### src/cpu_seq_pkg.sv
// Package: constants and carrier types for the fetch/execute sequencer
package cpu_seq_pkg;
	localparam int PC_W         = 21;
	localparam int INSTR_W      = 16;
	localparam int DADDR_W      = 12;
	localparam logic [20:0] PC_RESET     = 21'h000000;
	localparam logic [20:0] PC_STEP      = 21'h000002;
	localparam logic [15:0] NOP_WORD     = 16'h0000;
	localparam logic [11:0] PC_LO_ADDR   = 12'hff9;
	localparam logic [11:0] PC_HI_ADDR   = 12'hffa;
	localparam logic [11:0] PC_UP_ADDR   = 12'hffb;
	localparam logic [11:0] PTRL_ADDR    = 12'hff6;
	localparam logic [11:0] PTRH_ADDR    = 12'hff7;
	localparam logic [11:0] PTRU_ADDR    = 12'hff8;
	localparam logic [11:0] LATCH_ADDR   = 12'hff5;
	localparam logic [11:0] WORK_ADDR    = 12'hfe8;
	localparam logic [3:0]  SECOND_TOP   = 4'hf;
	localparam logic [3:0]  OP_GOTO1     = 4'he;
	localparam logic [7:0]  OP_GOTO_HI   = 8'hef;
	localparam logic [7:0]  OP_CALL_HI   = 8'hec;
	localparam logic [7:0]  OP_CALL_HI2  = 8'hed;
	localparam logic [3:0]  OP_FMOVE     = 4'hc;
	localparam logic [7:0]  OP_LDPTR_HI  = 8'hee;
	localparam logic [4:0]  OP_BRA       = 5'h1a;
	localparam logic [5:0]  OP_ADDWK     = 6'h09;
	localparam logic [5:0]  OP_TSTZ      = 6'h19;
	localparam logic [15:0] OP_TBLRD     = 16'h0008;
	localparam logic [15:0] OP_TBLWT     = 16'h000c;

	// Quadrature phase of the instruction cycle
	typedef enum logic [1:0] {
		PH_ONE   = 2'b00,
		PH_TWO   = 2'b01,
		PH_THREE = 2'b10,
		PH_FOUR  = 2'b11
	} phase_t;

	// Data memory request
	typedef struct packed {
		logic [11:0] addr;
		logic        rd;
		logic        wr;
		logic [7:0]  wdata;
	} dmem_req_t;

	// Program memory request
	typedef struct packed {
		logic [20:0] addr;
		logic        rd;
		logic        wr;
		logic [7:0]  wdata;
	} pmem_req_t;
endpackage : cpu_seq_pkg

### src/cpu_fetch_execute_pipeline.sv
// Two-stage fetch/execute sequencer with quadrature phase generator
// Functional notes
// - Divide oscillator by four into four phases
// - Program counter increments in phase one
// - Capture fetched word phase four, execute next
// - Operand read phase two, result write phase four
// - Fetch overlaps execute, one per cycle
// - PC-changing instructions flush prefetch, two cycles
// - Byte-addressed memory, instructions on even addresses
// - Sequential fetch steps by two, bit0 zero
// - Absolute target loads PC bits 20:1
// - Relative offset doubled into byte displacement
// - Second words carry ones, decode as nop
// - Second word low 12 bits are operand
// - Skipped first word leaves second as nop
// - Add to PC low byte jumps computed
// - Table access moves one byte via pointer
// - PC is 21 bits in three parts
// - Only add to PC low loads upper PC from latches
// - Reading PC low fills upper latches
`timescale 1ns/100ps
module cpu_fetch_execute_pipeline (
	// Clock and reset
	input  wire logic                    i_mclk,
	input  wire logic                    i_srst,
	// Program memory
	input  wire logic [15:0]             i_pmem_word,
	input  wire logic [7:0]              i_pmem_byte,
	output cpu_seq_pkg::pmem_req_t       o_pmem_req,
	// Data memory
	input  wire logic [7:0]              i_dmem_rdata,
	output cpu_seq_pkg::dmem_req_t       o_dmem_req,
	// Status
	output cpu_seq_pkg::phase_t          o_phase,
	output logic [20:0]                  o_pc,
	output logic [15:0]                  o_instr
);
	cpu_seq_pkg::phase_t phase_reg;
	logic [20:0] pc_reg;
	logic [15:0] ir_reg;
	logic [15:0] fetch_reg;
	logic        second_reg;
	logic        flush_reg;
	logic        skip_reg;
	logic [7:0]  work_reg;
	logic [7:0]  hi_latch_reg;
	logic [4:0]  up_latch_reg;
	logic [20:0] tptr_reg;
	logic [7:0]  tlat_reg;
	logic [7:0]  opnd_reg;
	cpu_seq_pkg::dmem_req_t   dreq_reg;
	cpu_seq_pkg::pmem_req_t   preq_reg;

	// Decode of the word in execution
	logic is_second;
	logic is_goto;
	logic is_bra;
	logic is_add_work_to_file;
	logic is_tst;
	logic is_tblrd;
	logic is_tblwt;
	logic is_move;
	logic exec_valid;
	logic [11:0] faddr;
	logic [7:0]  sum;
	logic [20:0] pc_next;
	logic [20:0] target;
	logic        branch;

	always_comb begin
		is_second  = ir_reg[15:12] == cpu_seq_pkg::SECOND_TOP;
		exec_valid = !second_reg && !flush_reg && !is_second;
		is_goto    = ir_reg[15:8] == cpu_seq_pkg::OP_GOTO_HI
			|| ir_reg[15:8] == cpu_seq_pkg::OP_CALL_HI
			|| ir_reg[15:8] == cpu_seq_pkg::OP_CALL_HI2;
		is_bra     = ir_reg[15:11] == cpu_seq_pkg::OP_BRA;
		is_add_work_to_file   = ir_reg[15:10] == cpu_seq_pkg::OP_ADDWK;
		is_tst     = ir_reg[15:10] == cpu_seq_pkg::OP_TSTZ;
		is_tblrd   = ir_reg == cpu_seq_pkg::OP_TBLRD;
		is_tblwt   = ir_reg == cpu_seq_pkg::OP_TBLWT;
		// Only the file move writes memory in its second cycle
		is_move    = ir_reg[15:12] == cpu_seq_pkg::OP_FMOVE;
		faddr      = {4'hf, ir_reg[7:0]};
		sum        = opnd_reg + work_reg;
		// Absolute word address into PC<20:1>
		target     = {fetch_reg[11:0], ir_reg[7:0], 1'b0};
		branch     = 1'b0;
		pc_next    = pc_reg + cpu_seq_pkg::PC_STEP;
		if (exec_valid && is_goto) begin
			branch  = 1'b1;
			pc_next = target;
		end else if (exec_valid && is_bra) begin
			branch  = 1'b1;
			// Offset counts words: byte displacement doubled
			pc_next = pc_reg - cpu_seq_pkg::PC_STEP
				+ {{9{ir_reg[10]}}, ir_reg[10:0], 1'b0};
		end else if (exec_valid && is_add_work_to_file
			&& faddr == cpu_seq_pkg::PC_LO_ADDR) begin
			branch  = 1'b1;
			// Computed jump, upper bits from latches
			pc_next = {up_latch_reg, hi_latch_reg, sum[7:1], 1'b0};
		end
	end

	// Phase generator: divide by four
	always_ff @(posedge i_mclk) begin
		if (i_srst) begin
			phase_reg <= cpu_seq_pkg::PH_ONE;
		end else begin
			phase_reg <= cpu_seq_pkg::phase_t'(phase_reg + 2'b01);
		end
	end

	// Program counter, 21 bits, bit0 held zero
	always_ff @(posedge i_mclk) begin
		if (i_srst) begin
			pc_reg <= cpu_seq_pkg::PC_RESET;
		end else if (phase_reg == cpu_seq_pkg::PH_FOUR && branch) begin
			pc_reg <= {pc_next[20:1], 1'b0};
		end else if (phase_reg == cpu_seq_pkg::PH_ONE) begin
			// Every cycle steps, branch or not; targets count from here
			pc_reg <= pc_reg + cpu_seq_pkg::PC_STEP;
		end
	end

	// Fetch latch and instruction register
	always_ff @(posedge i_mclk) begin
		if (i_srst) begin
			fetch_reg  <= cpu_seq_pkg::NOP_WORD;
			ir_reg     <= cpu_seq_pkg::NOP_WORD;
			flush_reg  <= 1'b1;
			second_reg <= 1'b0;
			skip_reg   <= 1'b0;
		end else begin
			case (phase_reg)
				cpu_seq_pkg::PH_ONE: begin
					fetch_reg <= i_pmem_word;
				end
				cpu_seq_pkg::PH_FOUR: begin
					ir_reg     <= fetch_reg;
					// Prefetched word is discarded on a branch
					flush_reg  <= branch || skip_reg;
					// Operand word of an executed file move
					second_reg <= exec_valid && is_move;
					skip_reg   <= 1'b0;
				end
				cpu_seq_pkg::PH_THREE: begin
					skip_reg <= exec_valid && is_tst && opnd_reg == 8'h00;
				end
				default: begin
				end
			endcase
		end
	end

	// Data memory: read phase two, write phase four
	always_ff @(posedge i_mclk) begin
		if (i_srst) begin
			dreq_reg <= '0;
			opnd_reg <= 8'h00;
		end else begin
			dreq_reg.rd <= 1'b0;
			dreq_reg.wr <= 1'b0;
			if (phase_reg == cpu_seq_pkg::PH_ONE && exec_valid) begin
				// A file move names its full source address
				dreq_reg.addr <= is_move ? ir_reg[11:0] : faddr;
				dreq_reg.rd   <= 1'b1;
			end
			if (phase_reg == cpu_seq_pkg::PH_TWO) begin
				// PC low reads as the address after this word
				if (faddr == cpu_seq_pkg::PC_LO_ADDR) begin
					opnd_reg <= pc_reg[7:0] - cpu_seq_pkg::PC_STEP[7:0];
				end else begin
					opnd_reg <= i_dmem_rdata;
				end
			end
			if (phase_reg == cpu_seq_pkg::PH_THREE && second_reg
				&& !flush_reg) begin
				// Second word in the IR supplies destination
				dreq_reg.addr  <= ir_reg[11:0];
				dreq_reg.wr    <= 1'b1;
				dreq_reg.wdata <= opnd_reg;
			end else if (phase_reg == cpu_seq_pkg::PH_THREE && exec_valid
				&& is_add_work_to_file && faddr != cpu_seq_pkg::PC_LO_ADDR) begin
				dreq_reg.wr    <= 1'b1;
				dreq_reg.wdata <= sum;
			end
		end
	end

	// PC latches: reading PC low copies upper PC bytes
	always_ff @(posedge i_mclk) begin
		if (i_srst) begin
			hi_latch_reg <= 8'h00;
			up_latch_reg <= 5'h00;
			work_reg     <= 8'h00;
		end else if (phase_reg == cpu_seq_pkg::PH_TWO && exec_valid) begin
			if (faddr == cpu_seq_pkg::PC_LO_ADDR) begin
				hi_latch_reg <= pc_reg[15:8];
				up_latch_reg <= pc_reg[20:16];
			end
		end else if (phase_reg == cpu_seq_pkg::PH_FOUR && dreq_reg.wr) begin
			case (dreq_reg.addr)
				cpu_seq_pkg::PC_HI_ADDR: hi_latch_reg <= dreq_reg.wdata;
				cpu_seq_pkg::PC_UP_ADDR: up_latch_reg <= dreq_reg.wdata[4:0];
				cpu_seq_pkg::WORK_ADDR:  work_reg     <= dreq_reg.wdata;
				default: begin
				end
			endcase
		end
	end

	// Table pointer and latch: one byte per transfer
	always_ff @(posedge i_mclk) begin
		if (i_srst) begin
			tptr_reg <= 21'h000000;
			tlat_reg <= 8'h00;
			preq_reg <= '0;
		end else begin
			preq_reg.rd   <= phase_reg == cpu_seq_pkg::PH_FOUR;
			preq_reg.wr   <= 1'b0;
			// A branch must steer the next fetch to its target
			if (phase_reg == cpu_seq_pkg::PH_FOUR && branch) begin
				preq_reg.addr <= {pc_next[20:1], 1'b0};
			end else begin
				preq_reg.addr <= pc_reg;
			end
			if (phase_reg == cpu_seq_pkg::PH_TWO && exec_valid
				&& (is_tblrd || is_tblwt)) begin
				preq_reg.addr  <= tptr_reg;
				preq_reg.rd    <= is_tblrd;
				preq_reg.wr    <= is_tblwt;
				preq_reg.wdata <= tlat_reg;
			end
			if (phase_reg == cpu_seq_pkg::PH_THREE && exec_valid && is_tblrd) begin
				tlat_reg <= i_pmem_byte;
			end
			if (phase_reg == cpu_seq_pkg::PH_FOUR && dreq_reg.wr) begin
				case (dreq_reg.addr)
					cpu_seq_pkg::PTRL_ADDR:  tptr_reg[7:0]   <= dreq_reg.wdata;
					cpu_seq_pkg::PTRH_ADDR:  tptr_reg[15:8]  <= dreq_reg.wdata;
					cpu_seq_pkg::PTRU_ADDR:  tptr_reg[20:16] <= dreq_reg.wdata[4:0];
					cpu_seq_pkg::LATCH_ADDR: tlat_reg        <= dreq_reg.wdata;
					default: begin
					end
				endcase
			end
		end
	end

	// Status outputs from flip-flops
	always_ff @(posedge i_mclk) begin
		if (i_srst) begin
			o_phase <= cpu_seq_pkg::PH_ONE;
			o_pc    <= cpu_seq_pkg::PC_RESET;
			o_instr <= cpu_seq_pkg::NOP_WORD;
		end else begin
			o_phase <= phase_reg;
			o_pc    <= pc_reg;
			o_instr <= (exec_valid) ? ir_reg : cpu_seq_pkg::NOP_WORD;
		end
	end

	assign o_pmem_req = preq_reg;
	assign o_dmem_req = dreq_reg;
endmodule : cpu_fetch_execute_pipeline

### config.mk
export PLATFORM = sky130hd
export DESIGN_NAME = cpu_fetch_execute_pipeline
export DESIGN_NICKNAME = d
export VERILOG_FILES = /design/src/cpu_seq_pkg.sv /design/src/cpu_fetch_execute_pipeline.sv
export SDC_FILE = /design/constraint.sdc
export NUM_CORES = 1
export LEC_CHECK = 0
export BUFFER_PORTS_ARGS = -buffer_cell sky130_fd_sc_hd__buf_4
export CAP_MARGIN = 20
export CORE_MARGIN = 5
export CORE_UTILIZATION = 59
export CTS_BUF_LIST = sky130_fd_sc_hd__clkbuf_16
export DETAILED_ROUTE_END_ITERATION = 8
export GPL_TIMING_DRIVEN = 0
export PLACE_DENSITY_LB_ADDON = 0.3
export SLEW_MARGIN = 20
export SYNTH_ARGS = -nofsm -noshare
export SYNTH_HDL_FRONTEND = slang
export SYNTH_SLANG_ARGS = --single-unit
### constraint.sdc
create_clock -name i_mclk -period 4.2 [get_ports i_mclk]
set_input_delay 0.42 -clock i_mclk [delete_from_list [all_inputs] [get_ports i_mclk]]
set_output_delay 0.42 -clock i_mclk [all_outputs]
set_load 0.02 [all_outputs]
Yosys cells after proc, flatten, opt, wreduce, memory -nomap -nowiden
Index checks and enable logic that the tools add are counted.
Widths: inputs -> output; s select.
{"block": "totals", "register_bits": 208, "in_bits": 34, "output_inout_bits": 92, "elab_cells": 132}
{"block": "classes", "addsub": 6, "eq_ne": 23, "mux": 28, "bitwise_logic": 3, "n_reduce_logical": 45}
{"operator": "$mux 21", "n": 6}
{"operator": "$eq 12x12->1 const B", "n": 7}
{"operator": "$mux 8", "n": 8}
{"operator": "$eq 16x4->1 const B", "n": 2}
{"operator": "$eq 8x8->1 const B", "n": 4}
{"operator": "$mux 31", "n": 1}
{"operator": "$mux 12", "n": 2}
{"operator": "$add 21x2->21 const B", "n": 1}
{"operator": "$add 21x21->21", "n": 1}
{"operator": "$sub 21x2->21 const B", "n": 1}
{"operator": "$logic_and 1x1->1", "n": 20}
{"operator": "$mux 5", "n": 4}
{"operator": "$mux 9", "n": 2}
{"operator": "$reduce_bool 2->1", "n": 7}
{"operator": "$mux 13", "n": 1}
{"operator": "$reduce_and 3->1", "n": 3}
{"operator": "$add 8x8->8", "n": 1}
{"operator": "$eq 4x4->1 const B", "n": 2}
{"operator": "$logic_not 8->1", "n": 1}
{"operator": "$ne 8x8->1 const B", "n": 1}
{"operator": "$sub 8x2->8 const B", "n": 1}
{"operator": "$eq 6x4->1 const B", "n": 1}
{"operator": "$eq 6x5->1 const B", "n": 1}
{"operator": "$reduce_and 2->1", "n": 3}
{"operator": "other kinds (12)", "n": 24}

Depth between registers and ports, before layout
{"block": "depth", "depth_word": 11, "depth_mapped": 14, "mapped_depth_nobuf": 13}

Least setup slack after synthesis
OpenSTA, ideal clock, no wires.
{"block": "synth_timing", "path_kind": "reg-to-reg", "startpoint": "register pc_reg[2]", "endpoint": "register pc_reg[16]", "setup_ps": 86, "t_arrival_ps": 2953, "required_ps": 4114, "setup_slack_ps": 1161, "path_stages_with_launch": 14, "path_buffers": 0, "synth_period_minus_slack_ps": 3039, "cell_sequence": "dfxtp_1 -> inv_1 -> ha_1 -> inv_1 -> ha_1 -> inv_1 -> fa_1 -> nand2b_1 -> a21o_1 -> a21boi_0 -> o41ai_2 -> xor2_1 -> a221o_1 -> a211oi_1"}
{"block": "synth_via", "elab_chain_cells": 5, "elab_cells_between_ends": 8, "classes_between": "add/sub (3); mux (5)"}
{"item": "start, declared", "line_no": "cpu_fetch_execute_pipeline.sv:39", "text": "logic [20:0] pc_reg;"}
{"item": "start signal, assigned", "line_no": "cpu_fetch_execute_pipeline.sv:117", "text": "pc_reg <= cpu_seq_pkg::PC_RESET;"}
{"item": "start signal, assigned", "line_no": "cpu_fetch_execute_pipeline.sv:119", "text": "pc_reg <= {pc_next[20:1], 1'b0};"}
{"item": "start signal, assigned", "line_no": "cpu_fetch_execute_pipeline.sv:122", "text": "pc_reg <= pc_reg + cpu_seq_pkg::PC_STEP;"}
{"item": "$sub 21x2->21 / $add 21x2->21 (equally long branches)", "line_no": "cpu_fetch_execute_pipeline.sv:95, cpu_fetch_execute_pipeline.sv:88, cpu_fetch_execute_pipeline.sv:122"}
{"item": "$add 21x21->21 / $mux 21 (equally long branches)", "line_no": "cpu_fetch_execute_pipeline.sv:96, cpu_fetch_execute_pipeline.sv:97"}
{"item": "$mux 21", "line_no": "cpu_fetch_execute_pipeline.sv:92", "text": "end else if (exec_valid && is_bra) begin"}
{"item": "$mux 21", "line_no": "cpu_fetch_execute_pipeline.sv:89", "text": "if (exec_valid && is_goto) begin"}
{"item": "$mux 21 (*)", "line_no": "cpu_fetch_execute_pipeline.sv:118", "text": "end else if (phase_reg == cpu_seq_pkg::PH_FOUR && branch) begin"}
Mark *: on every way between the ends. The rest lies on a longest branch, timed or not. The select of a mux whose other input is x is not followed.
A chain may end at the register's enable or synchronous reset.

Worst setup path after layout
{"block": "layout_timing", "startpoint": "register ir_reg[10]", "endpoint": "register pc_reg[16]"}
{"block": "layout_via", "elab_chain_cells": 8, "elab_cells_between_ends": 19, "classes_between": "add/sub (1); eq/ne (4); mux (7); reduce/logical (7)"}
{"item": "start, declared", "line_no": "cpu_fetch_execute_pipeline.sv:40", "text": "logic [15:0] ir_reg;"}
{"item": "start signal, assigned", "line_no": "cpu_fetch_execute_pipeline.sv:130", "text": "ir_reg <= cpu_seq_pkg::NOP_WORD;"}
{"item": "start signal, assigned", "line_no": "cpu_fetch_execute_pipeline.sv:140", "text": "ir_reg <= fetch_reg;"}
{"item": "branches (longest 8 deep; another with $add 21x21->21)"}
Parallel ways; which one is timed is not known.

==> metrics <==
Area Overhead vs Synth=18.2%; Top Usage Layer GRT=met2; reg-to-reg startpoint=ir_reg[10]; number of enable flip-flop cells after synthesis=0; Data required, critical path=about 4.6 ns; CTS hold repair buffers=0; max-cap violation count=0; CTS tree=built; fin crit period=about 3.8 ns; cell taking the most area after synthesis=dfxtp_1; status=complete, no violations; Worst Setup End Kind=flip-flop; worst IR drop on VDD=roughly 0.00035 V; Final Net Count=roughly 1500; setup repair bufs after CTS=0; number of vias per cell=6.33; Reg2Reg Depth=12; hold_ws=0.127 ns; power density cells=~360 nW/µm²; Logic pwr share=a little over a tenth; row count=between 40 and 50; Worst Skew=0.0202 ns; Ports=126; Routed WL=around 36000 µm; met3 usage in global routing=between 5 and 6%; Worst Setup SP=ir_reg[10]; P_int=approximately 3.2 mW; die area=~21000 µm²; ratio of cells with drive above 1 in the final layout=roughly 14%; switching component of the power=~1.2 mW; Final Hold Fails=0; clk buf depth=3; first-pass iteration count of the detailed router=6; ANT cells=0; gr usage total=about a third; CTS resizes=0; startpoint types=flip-flop; Leakage=around 5.3 nW; Clock Sinks=around 210; asr flop ratio synth=0%; Post-Syn Area=approximately 10000 µm²; crit path kind=flip-flop to flip-flop; gr ovfl total=0; library cells used by synthesis=77; Setup TNS=0 ns; crit path to=pc_reg[16]; global-route wire length before repair=55000 µm; worst skew pair latency=0.53 ns; drt wl/cell=21.8 µm; GPL Wtd Cong=between 1 and 1.5; met1 usage in global routing=roughly 46%; setup violation total in the final timing report=0; synthesized flop and latch total=~210; Syn Area/Cell=between 8 and 9 µm²; Switching Fraction=26.7%; relative slew slack=a little over a quarter; number of global-route vias before repair=a little under 10000; register share of total power=~46%; f_max=roughly 260 MHz; register-to-register setup slack=0.41 ns; slew at the pin closest to its max-slew limit=around 1.1 ns; Critical R2R Capture=pc_reg[16]; Root Driver=clkbuf_16; via count=10400; Syn Nets=~1300; Clk pwr share=between 40% and 50%; Synth Flop Type=dfxtp_1; RSZ-0062 raised after global routing=no; Layout Utilization=between 70% and 80%; I/O Buffers=~120; Tcrit/Tclk final=90.2%; total CTS buffers=23; total power=between 4 and 5 mW; remaining antenna violation count=0; Hold Startpoint=i_pmem_word[0]; YS warnings=0; dpl hpwl=between 20000 and 30000 µm; htree depth=1; Finished Cell Area=between 10000 and 15000 µm²; Seq/Total Area, Yosys=39.4%; largest net degree at the start of global routing=14; Hold/Removal Path Class=input port to flip-flop; initial core utilization=slightly above 60%; DRC Markers=0; initial antenna violation count=0; Die Ht=143 µm; M2 GR Usage=a little over half; max reg flops=31; Critical Path Fanout Max=10; Pins Over Slew Limit=0; synth top area cells=dfxtp_1 (39%), mux2i_1 (8.4%), nor2_1 (7.6%), ha_1 (6.0%), a21oi_1 (4.6%); Reg clk slew, reported paths=~0.060 ns; Syn Inst Count=1260; Synth top area share=about two fifths; Die W=approximately 140 µm; placed cell area=between 10000 and 15000 µm²; Iter 0 DRT Violations=1318; arrival time worst endpoint=roughly 4.2 ns; area of the core=17400 µm²
-- layout make-up --
type                            count  area (µm²)
Multi-Input combinational cell    893        5730
Fill cell                        1400        4970
Sequential cell                   206        4120
Timing Repair Buffer              123         923
Clock buffer                       23         576
Buffer                             82         330
Inverter                           79         297
Tap cell                          225         282
Clock inverter                     18         128
-- Yosys cell counts, drive strengths merged (5+ instances only) --
master / number
nor2: 213
dfxtp: 206
a21oi: 96
mux2i: 88
nand2: 80
inv: 77
clkbuf: 65
ha: 50
nor3: 40
o21ai: 36
a211oi: 33
xnor2: 32
nand3: 30
and3: 17
buf: 17
nand4: 16
a21o: 11
a22oi: 11
a31oi: 10
nor4: 9
xor2: 9
nand2b: 8
o211ai: 8
or3: 7
a221oi: 6
o221a: 6
a211o: 5
and2: 5
-- cells by family after synthesis --
| logic type | count (synthesis) | share of synthesized area [%] |
|---|---|---|
| AO/OA/AOI/OAI | 265 | 16.8 |
| XOR/XNOR | 42 | 3.65 |
| adder cells (fa/ha/maj) | 52 | 6.35 |
| buffers and inverters | 161 | 5.98 |
| flip-flops | 206 | 39.4 |
| multiplexers | 88 | 8.40 |
| other | 1 | 0.0358 |
| AND/OR/NAND/NOR | 445 | 19.4 |
-- layer usage --
layer	part of all wire [%]	up-vias	wire length (µm)
met5	0	-	0
li1	-	4705	-
met3	11	163	3800
met4	6.4	0	2290
met1	39	4872	13900
met2	44	697	16000
-- worst min-delay path by stage --
stage	slack, ns	end	cells after the start
floorplan	0.43	o_pmem_req[0]	2
global placement	0.44	o_pmem_req[7]	2
detailed placement	0.45	o_pmem_req[3]	2
CTS	0.13	fetch_reg[0]	3
global route	0.14	fetch_reg[11]	3
finish	0.13	fetch_reg[0]	3
-- per-stage QoR --
| step | std cells | setup slack (ns) |
|---|---|---|
| floorplan | 1260 | 1.16 |
| global placement | 1608 | 0.651 |
| detailed placement | 1608 | 0.527 |
| CTS | 1649 | 0.511 |
| global route | 1649 | 0.221 |
| finish | 1649 | 0.414 |
-- power by group through the flow --
stage	Sequential [mW]	Clock, mW	Combinational (mW)
4_1_cts	2.03	1.90	0.474
2_1_floorplan	2.06	0	0.321
5_1_grt	2.03	2.00	0.524
3_3_place_gp	2.07	0	0.461
3_5_place_dp	2.07	0	0.468
6_report	2.03	1.91	0.488
-- critical path, cell delays in order, from the launching register on --
cell      delay (ns)
dfxtp_1         0.63
inv_1           0.32
ha_1            0.36
inv_1           0.04
ha_1            0.26
buf_2           0.17
nand2_1         0.11
a211oi_1        0.24
a21boi_0        0.52
o41ai_2         0.20
xor2_1          0.20
a221o_1         0.41
a211oi_1        0.24
-- placed cells by master (no fill, tap or decap), types with 5 or more instances in the layout --
cell | synthesis | routed
dfxtp_1 | 206 | 206
nor4_1 | 8 | 8
o21ai_0 | 33 | 33
nand2b_1 | 8 | 8
inv_1 | 77 | 81
a21o_1 | 11 | 11
or3_1 | 7 | 7
nor2_1 | 212 | 212
nand3_1 | 28 | 28
and3_1 | 17 | 17
nor3_1 | 38 | 38
a221oi_1 | 6 | 6
a211oi_1 | 32 | 32
mux2i_1 | 88 | 88
clkbuf_1 | 64 | 64
xor2_1 | 9 | 9
nand2_1 | 80 | 80
clkinv_1 | 2 | 6
a22oi_1 | 11 | 11
o221a_2 | 6 | 6
o211ai_1 | 8 | 8
clkbuf_16 | 0 | 23
xnor2_1 | 32 | 32
clkinv_2 | 0 | 6
and2_1 | 5 | 5
a31oi_1 | 10 | 10
buf_4 | 2 | 125
buf_2 | 11 | 11
ha_1 | 50 | 50
nand4_1 | 16 | 16
a21oi_1 | 96 | 96
a211o_1 | 5 | 5
No activity file was read; power rests on OpenSTA's default activity.
